--- src/rtl/relay_seq_consts.svh ---
// Constants for the dual-interval relay sequencer
`ifndef RELAY_SEQ_CONSTS_SVH
`define RELAY_SEQ_CONSTS_SVH

`define CLK_PERIOD_NS 40
`define TICK_PERIOD_NS 100000000
`define TB_WIDTH 22
`define FINE_WIDTH 10
`define MULT_WIDTH 16
`define LEN_WIDTH 26
`define FINE_RESET 10'h001
`define FINE_MIN 10'h001

`define REG_OP_FINE 8'h00
`define REG_BRK_FINE 8'h04
`define REG_STATUS 8'h08
`define REG_ELAPSED 8'h0C

`define MODE_SINGLE_OFF 3'h0
`define MODE_SINGLE_ON 3'h1
`define MODE_CYCLIC_OFF 3'h2
`define MODE_CYCLIC_ON 3'h3
`define MODE_STRAP 3'h4

`define RANGE_FORCED_OFF 3'h0
`define RANGE_FORCED_ON 3'h1
`define RANGE_TENTH 3'h2
`define RANGE_SEC 3'h3
`define RANGE_TEN_SEC 3'h4
`define RANGE_MIN 3'h5
`define RANGE_TEN_MIN 3'h6
`define RANGE_HOUR 3'h7

`define MULT_TENTH 16'h0001
`define MULT_SEC 16'h000A
`define MULT_TEN_SEC 16'h0064
`define MULT_MIN 16'h0258
`define MULT_TEN_MIN 16'h1770
`define MULT_HOUR 16'h8CA0

`endif

--- src/rtl/relay_seq_pkg.sv ---
// Types shared by the relay sequencer
`include "relay_seq_consts.svh"
package relay_seq_pkg;
	typedef enum logic [4:0] {
		ST_INIT = 5'h01,
		ST_FIRST = 5'h02,
		ST_SECOND = 5'h04,
		ST_DONE_ON = 5'h08,
		ST_DONE_OFF = 5'h10
	} seq_state_t;

	typedef enum logic [2:0] {
		RUN_SINGLE_OFF = `MODE_SINGLE_OFF,
		RUN_SINGLE_ON = `MODE_SINGLE_ON,
		RUN_CYCLIC_OFF = `MODE_CYCLIC_OFF,
		RUN_CYCLIC_ON = `MODE_CYCLIC_ON
	} run_mode_t;
endpackage : relay_seq_pkg

--- src/rtl/dual_interval_relay_sequencer.sv ---
// Dual-interval relay sequencer with APB register access
//
// Added by the designer: the register addresses and register access over APB.
`timescale 1ns/1ps
`include "relay_seq_consts.svh"

// Summary of operation
// - Single off-delay: output released before power, energized for operating interval after.
// - Single off-delay: then released for break interval, then energized for good.
// - Single-run modes never repeat; only a new power-up restarts them.
// - Single on-delay: released for operating interval, energized for break, then released.
// - Cyclic off-delay: energized operating interval, released break interval, repeat forever.
// - Cyclic on-delay: released first interval, energized second, repeat forever.
// - Cyclic pair restarts straight after each break interval, no pause.
// - Strap fitted in two-function setting selects cyclic on-delay.
// - Forced-on range position holds output energized, ignoring the sequence.
// - Forced-off range position holds output released, ignoring the sequence.
// - Range and mode are sampled once after power-up and then frozen.
// - Fine time settings stay live and scale the active interval within latched range.
// - Two independent intervals, operating and break, from 0.1 s up to 1023 h.
module dual_interval_relay_sequencer
	import relay_seq_pkg::*;
#(
	parameter int TICK_CYCLES = `TICK_PERIOD_NS / `CLK_PERIOD_NS
) (
	input wire logic pclk,
	input wire logic presetn,
	input wire logic psel,
	input wire logic penable,
	input wire logic pwrite,
	input wire logic [7:0] paddr,
	input wire logic [31:0] pwdata,
	output logic [31:0] prdata,
	output logic pready,
	output logic pslverr,
	input wire logic [2:0] mode_knob,
	input wire logic [2:0] range_knob,
	input wire logic strap_fitted,
	output logic relay_out
);

	seq_state_t st_ff, nxt_st;
	run_mode_t mode_ff, nxt_mode;
	logic [2:0] range_ff, nxt_range;
	logic [`TB_WIDTH-1:0] tb_ff, nxt_tb;
	logic [`LEN_WIDTH-1:0] el_ff, nxt_el;
	logic relay_ff, nxt_relay;
	logic [`FINE_WIDTH-1:0] op_fine_ff, nxt_op_fine;
	logic [`FINE_WIDTH-1:0] brk_fine_ff, nxt_brk_fine;
	logic [31:0] prdata_ff, nxt_prdata;
	logic pready_ff, nxt_pready;
	logic pslverr_ff, nxt_pslverr;

	logic tick;
	logic phase_end;
	logic forced_on;
	logic forced_off;
	logic off_dly;
	logic cyclic;
	logic [`FINE_WIDTH-1:0] fine_sel;
	logic [`MULT_WIDTH-1:0] mult;
	logic [`LEN_WIDTH-1:0] len;
	logic [`LEN_WIDTH-1:0] el_inc;

	assign relay_out = relay_ff;
	assign prdata = prdata_ff;
	assign pready = pready_ff;
	assign pslverr = pslverr_ff;

	// Tick counter and phase length
	assign tick = (tb_ff == `TB_WIDTH'(TICK_CYCLES - 1));
	assign forced_on = (range_ff == `RANGE_FORCED_ON);
	assign forced_off = (range_ff == `RANGE_FORCED_OFF);
	assign off_dly = (mode_ff == RUN_SINGLE_OFF) || (mode_ff == RUN_CYCLIC_OFF);
	assign cyclic = (mode_ff == RUN_CYCLIC_OFF) || (mode_ff == RUN_CYCLIC_ON);
	assign el_inc = el_ff + `LEN_WIDTH'(1);

	always_comb begin
		fine_sel = (st_ff == ST_SECOND) ? brk_fine_ff : op_fine_ff;
		if (fine_sel < `FINE_MIN) begin
			fine_sel = `FINE_MIN;
		end
		case (range_ff)
			`RANGE_TENTH: mult = `MULT_TENTH;
			`RANGE_SEC: mult = `MULT_SEC;
			`RANGE_TEN_SEC: mult = `MULT_TEN_SEC;
			`RANGE_MIN: mult = `MULT_MIN;
			`RANGE_TEN_MIN: mult = `MULT_TEN_MIN;
			`RANGE_HOUR: mult = `MULT_HOUR;
			default: mult = `MULT_TENTH;
		endcase
		// Live fine setting; lowering it below elapsed time ends the phase at next tick
		len = `LEN_WIDTH'(fine_sel * mult);
		phase_end = tick && (el_inc >= len);
	end

	// Sequencer next state
	always_comb begin
		nxt_st = st_ff;
		nxt_mode = mode_ff;
		nxt_range = range_ff;
		nxt_tb = tick ? '0 : `TB_WIDTH'(tb_ff + `TB_WIDTH'(1));
		nxt_el = el_ff;
		if (tick) begin
			nxt_el = phase_end ? '0 : el_inc;
		end
		case (st_ff)
			ST_INIT: begin
				// Knobs and strap sampled once; later changes need a power cycle
				nxt_range = range_knob;
				case (mode_knob)
					`MODE_SINGLE_OFF: nxt_mode = RUN_SINGLE_OFF;
					`MODE_SINGLE_ON: nxt_mode = RUN_SINGLE_ON;
					`MODE_CYCLIC_OFF: nxt_mode = RUN_CYCLIC_OFF;
					`MODE_CYCLIC_ON: nxt_mode = RUN_CYCLIC_ON;
					`MODE_STRAP: nxt_mode = strap_fitted ? RUN_CYCLIC_ON : RUN_CYCLIC_OFF;
					default: nxt_mode = RUN_SINGLE_OFF;
				endcase
				nxt_tb = '0;
				nxt_el = '0;
				nxt_st = ST_FIRST;
			end
			ST_FIRST: begin
				if (phase_end) begin
					nxt_st = ST_SECOND;
				end
			end
			ST_SECOND: begin
				if (phase_end) begin
					if (cyclic) begin
						nxt_st = ST_FIRST;
					end else if (off_dly) begin
						nxt_st = ST_DONE_ON;
					end else begin
						nxt_st = ST_DONE_OFF;
					end
				end
			end
			ST_DONE_ON: nxt_st = ST_DONE_ON;
			ST_DONE_OFF: nxt_st = ST_DONE_OFF;
			default: nxt_st = ST_INIT;
		endcase
		// Output follows the state being entered so it never lags a phase edge
		if (nxt_range == `RANGE_FORCED_ON) begin
			nxt_relay = 1'b1;
		end else if (nxt_range == `RANGE_FORCED_OFF) begin
			nxt_relay = 1'b0;
		end else begin
			case (nxt_st)
				ST_FIRST: nxt_relay = (nxt_mode == RUN_SINGLE_OFF) ||
					(nxt_mode == RUN_CYCLIC_OFF);
				ST_SECOND: nxt_relay = !((nxt_mode == RUN_SINGLE_OFF) ||
					(nxt_mode == RUN_CYCLIC_OFF));
				ST_DONE_ON: nxt_relay = 1'b1;
				default: nxt_relay = 1'b0;
			endcase
		end
	end

	always_ff @(posedge pclk or negedge presetn) begin
		if (!presetn) begin
			st_ff <= ST_INIT;
			mode_ff <= RUN_SINGLE_OFF;
			range_ff <= `RANGE_FORCED_OFF;
			tb_ff <= '0;
			el_ff <= '0;
			relay_ff <= 1'b0;
		end else begin
			st_ff <= nxt_st;
			mode_ff <= nxt_mode;
			range_ff <= nxt_range;
			tb_ff <= nxt_tb;
			el_ff <= nxt_el;
			relay_ff <= nxt_relay;
		end
	end

	// APB slave: one wait state, answer registered
	always_comb begin
		nxt_op_fine = op_fine_ff;
		nxt_brk_fine = brk_fine_ff;
		nxt_prdata = prdata_ff;
		nxt_pslverr = 1'b0;
		nxt_pready = psel && penable && !pready_ff;
		if (nxt_pready) begin
			nxt_prdata = '0;
			case (paddr)
				`REG_OP_FINE: nxt_prdata = 32'(op_fine_ff);
				`REG_BRK_FINE: nxt_prdata = 32'(brk_fine_ff);
				`REG_STATUS: nxt_prdata = {19'h00000, range_ff, mode_ff, st_ff,
					forced_on || forced_off, relay_ff};
				`REG_ELAPSED: nxt_prdata = 32'(el_ff);
				default: nxt_pslverr = 1'b1;
			endcase
			if (pwrite && (paddr == `REG_STATUS || paddr == `REG_ELAPSED)) begin
				nxt_pslverr = 1'b1;
			end
		end
		// Writes land only at the completing edge
		if (psel && penable && pready_ff && pwrite) begin
			if (paddr == `REG_OP_FINE) begin
				nxt_op_fine = pwdata[`FINE_WIDTH-1:0];
			end
			if (paddr == `REG_BRK_FINE) begin
				nxt_brk_fine = pwdata[`FINE_WIDTH-1:0];
			end
		end
	end

	always_ff @(posedge pclk or negedge presetn) begin
		if (!presetn) begin
			op_fine_ff <= `FINE_RESET;
			brk_fine_ff <= `FINE_RESET;
			prdata_ff <= '0;
			pready_ff <= 1'b0;
			pslverr_ff <= 1'b0;
		end else begin
			op_fine_ff <= nxt_op_fine;
			brk_fine_ff <= nxt_brk_fine;
			prdata_ff <= nxt_prdata;
			pready_ff <= nxt_pready;
			pslverr_ff <= nxt_pslverr;
		end
	end
endmodule : dual_interval_relay_sequencer

--- config.mk ---
export PLATFORM = sky130hd
export DESIGN_NAME = dual_interval_relay_sequencer
export DESIGN_NICKNAME = d
export VERILOG_FILES = /design/src/rtl/relay_seq_pkg.sv /design/src/rtl/dual_interval_relay_sequencer.sv
export VERILOG_INCLUDE_DIRS = /design/src /design/src/rtl
export SDC_FILE = /design/constraint.sdc
export NUM_CORES = 1
export LEC_CHECK = 0
export ABC_CLOCK_PERIOD_IN_PS = 8100
export BUFFER_PORTS_ARGS = -buffer_cell sky130_fd_sc_hd__buf_4
export CAP_MARGIN = 20
export CORE_MARGIN = 2
export CORE_UTILIZATION = 35
export CTS_BUF_LIST = sky130_fd_sc_hd__clkbuf_8 sky130_fd_sc_hd__clkbuf_16
export DETAILED_ROUTE_END_ITERATION = 8
export SYNTH_ARGS = -nofsm -noshare
export SYNTH_HDL_FRONTEND = slang
export SYNTH_SLANG_ARGS = --single-unit
--- constraint.sdc ---
create_clock -name pclk -period 8.1 [get_ports pclk]
set_clock_uncertainty 0.15 [all_clocks]
set_input_delay 1.215 -clock pclk [delete_from_list [all_inputs] [get_ports pclk]]
set_output_delay 1.215 -clock pclk [all_outputs]
set_load 0.005 [all_outputs]
# Word-level counts from Yosys, hierarchy flattened
# Index checks and enable logic that the tools add are counted.
# totals
ramBits,0
n_memories,0
ff_bits,114
mem_bits_ro,0
output_inout_bits,35
latch_bits,0
# op_classes
muxes,24
n_reduce_logical,22
eq_ne,26
n_lt_le_gt_ge,2
bitwise_logic,0
shift,0
add_sub_neg,2
mul,1
div,0
# ops
operator,n
$pmux W26 S4,1
$pmux W16 S5,1
$mux W26,3
$mux W22,2
$add A26 B1 Y26 const B,1
$ge A26 B26 Y1,1
$mul A10 B16 Y26,1
$pmux W5 S5,1
$add A22 B1 Y22 const B,1
$eq A22 B22 Y1 const B,1
$mux W10,2
$mux W5,4
$eq A3 B2 Y1 const B,6
$eq A8 B4 Y1 const B,2
$eq A3 B3 Y1 const B,5
$logic_not A3 Y1,4
$eq A5 B2 Y1 const B,2
$eq A5 B3 Y1 const B,2
$eq A5 B4 Y1 const B,2
$lt A10 B1 Y1 const B,1
$eq A3 B1 Y1 const B,3
$eq A8 B3 Y1 const B,1
$logic_not A8 Y1,1
$pmux W2 S4,1
other kinds (11),28

# Depth between registers and ports, before layout
# depth
word_depth,13
mapped_depth,33

# Worst setup path before layout
# No wires, ideal clock.
# synth_path
path_kind,reg-to-reg
startpoint,register st_ff[0]
endpoint,"register relay_ff, in the netlist relay_out"
t_required_ps,7810
path_stages_with_launch,33
path_slack_ps,96
setup_time_ps,140
path_buffers,2
arrival_time_ps,7714
path_cell_list,dfstp_2 > nor3_2 > nand3b_1 > buf_4 > buf_1 > mux2_2 > nand2_1 > nor2_1 > inv_1 > fa_1 > inv_1 > fa_1 > fa_1 > fa_1 > fa_1 > ha_1 > a211oi_1 > o21ai_0 > a21oi_1 > nand2_1 > a41o_1 > o21ai_0 > nand2b_1 > xnor2_1 > ha_1 > a21o_1 > a21o_1 > a21oi_1 > o21ai_0 > o21ai_0 > or4_1 > o311ai_0 > o41ai_1
# synth_between
elab_chain_len,13
# synth_rtl
element,line_no,rtl
"start, declared",dual_interval_relay_sequencer.sv:42,"seq_state_t st_ff, nxt_st;"
"start signal, assigned",dual_interval_relay_sequencer.sv:169,st_ff <= nxt_st;
$eq A5 B3 Y1,"dual_interval_relay_sequencer.sv:79, dual_interval_relay_sequencer.sv:107",
$mux W10,dual_interval_relay_sequencer.sv:79,fine_sel = (st_ff == ST_SECOND) ? brk_fine_ff : op_fine_ff;
$lt A10 B1 Y1 (no source line),--,
$mux W10,dual_interval_relay_sequencer.sv:80,if (fine_sel < `FINE_MIN) begin
$mul A10 B16 Y26,dual_interval_relay_sequencer.sv:93,len = `LEN_WIDTH'(fine_sel * mult);
$ge A26 B26 Y1,dual_interval_relay_sequencer.sv:94,phase_end = tick && (el_inc >= len);
$logic_and A1 B1 Y1,dual_interval_relay_sequencer.sv:94,
$mux W5 (on tied branches),"dual_interval_relay_sequencer.sv:129, dual_interval_relay_sequencer.sv:124",
$pmux W5 S5,dual_interval_relay_sequencer.sv:107,case (st_ff)
$eq A5 B4 Y1 (tied with other cells),dual_interval_relay_sequencer.sv:149,case (nxt_st)
$pmux W1 S3,dual_interval_relay_sequencer.sv:149,
$mux W1,dual_interval_relay_sequencer.sv:146,end else if (nxt_range == `RANGE_FORCED_OFF) begin
$mux W1 *,dual_interval_relay_sequencer.sv:144,if (nxt_range == `RANGE_FORCED_ON) begin
via nxt_relay,dual_interval_relay_sequencer.sv:47,"logic relay_ff, nxt_relay;"
"end signal, assigned",dual_interval_relay_sequencer.sv:174,relay_ff <= nxt_relay;
"end, declared",dual_interval_relay_sequencer.sv:47,
# The timed path passes the listed nets; every way through them passes the cells marked *.
# A chain may end at the register's enable or synchronous reset.

# Worst setup path after layout
# Same ends and word-level chain as after synthesis.

==> reports/results.ini <==
[synth]
yosysSeqAreaShare=0.260
ys_ff_latch=108
avgSynthCellArea_sq_um=9.76
netlist_instances=1065
synth.most_common_cell=nor2_1
synth.top_cells.by_count=nor2_1 (119), inv_1 (115), dfrtp_1 (105)
async_reset_ff_frac=1.00
netlist_area_sq_um=10400
synth_top_area_cell=dfrtp_1
synth_ff_type=dfrtp_1
synth_area_leaders=dfrtp_1 (25%), fa_1 (18%), ha_1 (11%)
yosysWarnings=0
synth_top_area_frac=0.253
synth_edf_count=0
synth_cell_types=72

[timing]
min_period_over_period=0.996
finalCriticalPeriod_ns=8.07
finalSetupViolations=0
slew_headroom=0.537
fmax_mhz=124
fin_ws_ns=0.0346
drv_slew=0
finalHoldViolCount=0
tightest_slew_ns=0.692
rsz0062_at_grt=yes
holdWs_ns=0.343

[worst_setup_path]
crit_family=adder cells
max_stage_delay_ns=0.59
worstPathMaxFanout=6
end_kind=flop
crit_path_frequent_cell=fa_2
critPathBufInv=7
critical_path_class=reg2reg
crit_arrival_ns=8.17
cp.required_ns=8.20
critPathLaunchType=flop
critPathSlowestCell=fa_2

[global_route]
grt_use_total=0.173
met3_usage=0.0239
grtUsageMet1=0.245
grt_util_met2=0.280
gr-max-usage-layer=met2
grt_pass1_vias=8323
antenna_found_initial=0
grt_overflow_total=0
grt_pass1_wl_mm=43.0
grt_max_degree=79

[die]
die_h_um=176
die_w_um=176
dieArea_sq_um=31100
start_util=0.353
rows=63
coreArea_sq_um=29500
boundaryPins=87

[placed_design]
pre_cts_ws_ns=-0.302
hpwlAfterDp_mm=20.7
portBuffers=58
place.gp.congestion=0.865

[power_and_ir_drop]
intPower_w=0.000812
clock_power_share=0.410
p_sw_w=0.000300
sw_frac_of_total=0.270
power_frac_comb=0.097
p_leak_nw=6.87
p_seq_frac=0.492
peakVddDrop_uv=112
power.density_nw_per_um2=83.1

[drt]
remaining_drc_errors=0
dr_total_vias=8448
antenna_left=0
first_pass_iters=5
via_per_inst=5.08
drt_iter0_drc=513
wl_per_cell_um=16.2
wl_mm=27.0

[status]
status=finished clean

[cells_and_area]
nets=1505
fillers=2863
antenna_cells=0
drive_gt1_frac=0.304
area_growth_pct=28.7

[clock_tree]
numCtsBuffers=9
h-tree-depth=3
clkSinkCount=108
cts_tree=built
clk_pin_slew_worst_paths_ns=0.08
clock-root-buffer=clkbuf_16
cts_buffer_depth=2
clk_latency_ns=0.37

[job]
cap_violations=0

[min_path]
min_path_type=reg2reg

layer usage:
layer  vias up  share of wire
met5         -              0
met4         0          0.023
met3        27          0.036
met2       168           0.48
met1      4224           0.46
li1       4029              -
cells by family (layout without fill, tap and decap cells):
logic type / after synthesis / in the layout / share of synthesized area
AND/OR/NAND/NOR: 330 / 330 / 0.155
adder cells (fa/ha/maj): 185 / 185 / 0.289
AO/OA/AOI/OAI: 171 / 171 / 0.115
buffers and inverters: 154 / 357 / 0.0596
flip-flops: 108 / 108 / 0.260
XOR/XNOR: 64 / 64 / 0.0539
multiplexers: 52 / 52 / 0.0671
other: 1 / 6 / 0.000361
power by group through the flow:
stage / clock [W] / sequential (W) / combinational (W)
2_1_floorplan: 0 / 0.000554 / 0.0000511
3_3_place_gp: 0 / 0.000558 / 0.0000956
3_5_place_dp: 0 / 0.000558 / 0.0000965
4_1_cts: 0.000472 / 0.000547 / 0.0000986
5_1_grt: 0.000488 / 0.000548 / 0.000121
6_report: 0.000456 / 0.000548 / 0.000108
layout make-up:
cell class	count	area (sq um)	area share
well taps	390	488	0.0365
flip-flops and latches	108	2710	0.202
multi-input cells	808	7570	0.566
inverters	115	432	0.0323
repair buffers	226	1880	0.140
clock inverters	7	86.3	0.00645
clock buffers	9	225	0.0168
cells in the final DEF, fill, tap and decap left out, types with 6 or more instances in the layout:
| master | Yosys | routed |
|---|---|---|
| buf_4 | 8 | 201 |
| mux4_2 | 10 | 10 |
| and2_1 | 8 | 8 |
| nor2_2 | 1 | 12 |
| nand2_1 | 66 | 57 |
| nand4_1 | 13 | 13 |
| a21o_1 | 24 | 24 |
| xor2_1 | 34 | 34 |
| mux2i_1 | 11 | 9 |
| buf_6 | 1 | 15 |
| nor2_4 | 0 | 7 |
| or2_2 | 6 | 6 |
| fa_2 | 0 | 7 |
| dfrtp_1 | 105 | 105 |
| nand2b_1 | 19 | 16 |
| nor3_1 | 20 | 17 |
| nand3_1 | 34 | 28 |
| a21oi_1 | 32 | 25 |
| ha_4 | 0 | 8 |
| clkbuf_16 | 0 | 11 |
| conb_1 | 1 | 6 |
| a31oi_1 | 14 | 14 |
| mux2_2 | 29 | 26 |
| a21oi_2 | 0 | 7 |
| nor2_1 | 119 | 101 |
| nand2_2 | 1 | 8 |
| o21ai_0 | 31 | 25 |
| ha_1 | 93 | 83 |
| and3_1 | 7 | 7 |
| inv_1 | 115 | 107 |
| xnor2_1 | 30 | 30 |
| a22o_1 | 35 | 35 |
| fa_1 | 92 | 85 |
| inv_2 | 0 | 8 |
final timing paths:
kind / from / endpoint / slack (ns) / depth (start not counted)
setup / recovery: st_ff[0] / relay_out / 0.03 / 32
hold / removal: prdata[10] / prdata[10] / 0.34 / 2
setup reg to reg: st_ff[0] / relay_out / 0.03 / 32
hold reg to reg: prdata[10] / prdata[10] / 0.34 / 2
max in group asynchronous: presetn / el_ff[15] / 6.25 / 3
min in group asynchronous: presetn / prdata[6] / 0.63 / 1
worst min-delay path, cell delays in order, from the launching register on:
cell and delay (ns):
dfrtp_1 0.35, nand2_1 0.05, o21ai_0 0.06
through the flow:
step           instance area (sq um)  TNS [ns]  power, W  instances  utilization
6_report                       13400         0   0.00111       1663        0.454
5_1_grt                        13400     -5.30   0.00116       1663        0.454
4_1_cts                        12500         0   0.00112       1629        0.426
3_5_place_dp                   12200    -0.508  0.000655       1613        0.413
3_3_place_gp                   12200    -0.627  0.000654       1613        0.413
2_1_floorplan                  10400         0  0.000606       1070            -
flip-flops by register name, indices dropped and copies added, names as in the netlist:
signal / count
brk_fine_ff: 10
el_ff: 26
mode_ff: 3
op_fine_ff: 10
prdata: 26
pready: 1
pslverr: 1
range_ff: 3
relay_out: 1
st_ff: 5
tb_ff: 22
timing repair:
| item | CTS | global route |
|---|---|---|
| buffers inserted | 0 | 28 |
| pin swaps | 1 | 56 |
| hold buffers | 0 | 0 |
| endpoints found under the setup margin | 5 | 30 |
| resized for setup | 15 | 123 |
| cloned | 0 | 3 |
No activity file was read; power rests on OpenSTA's default activity.
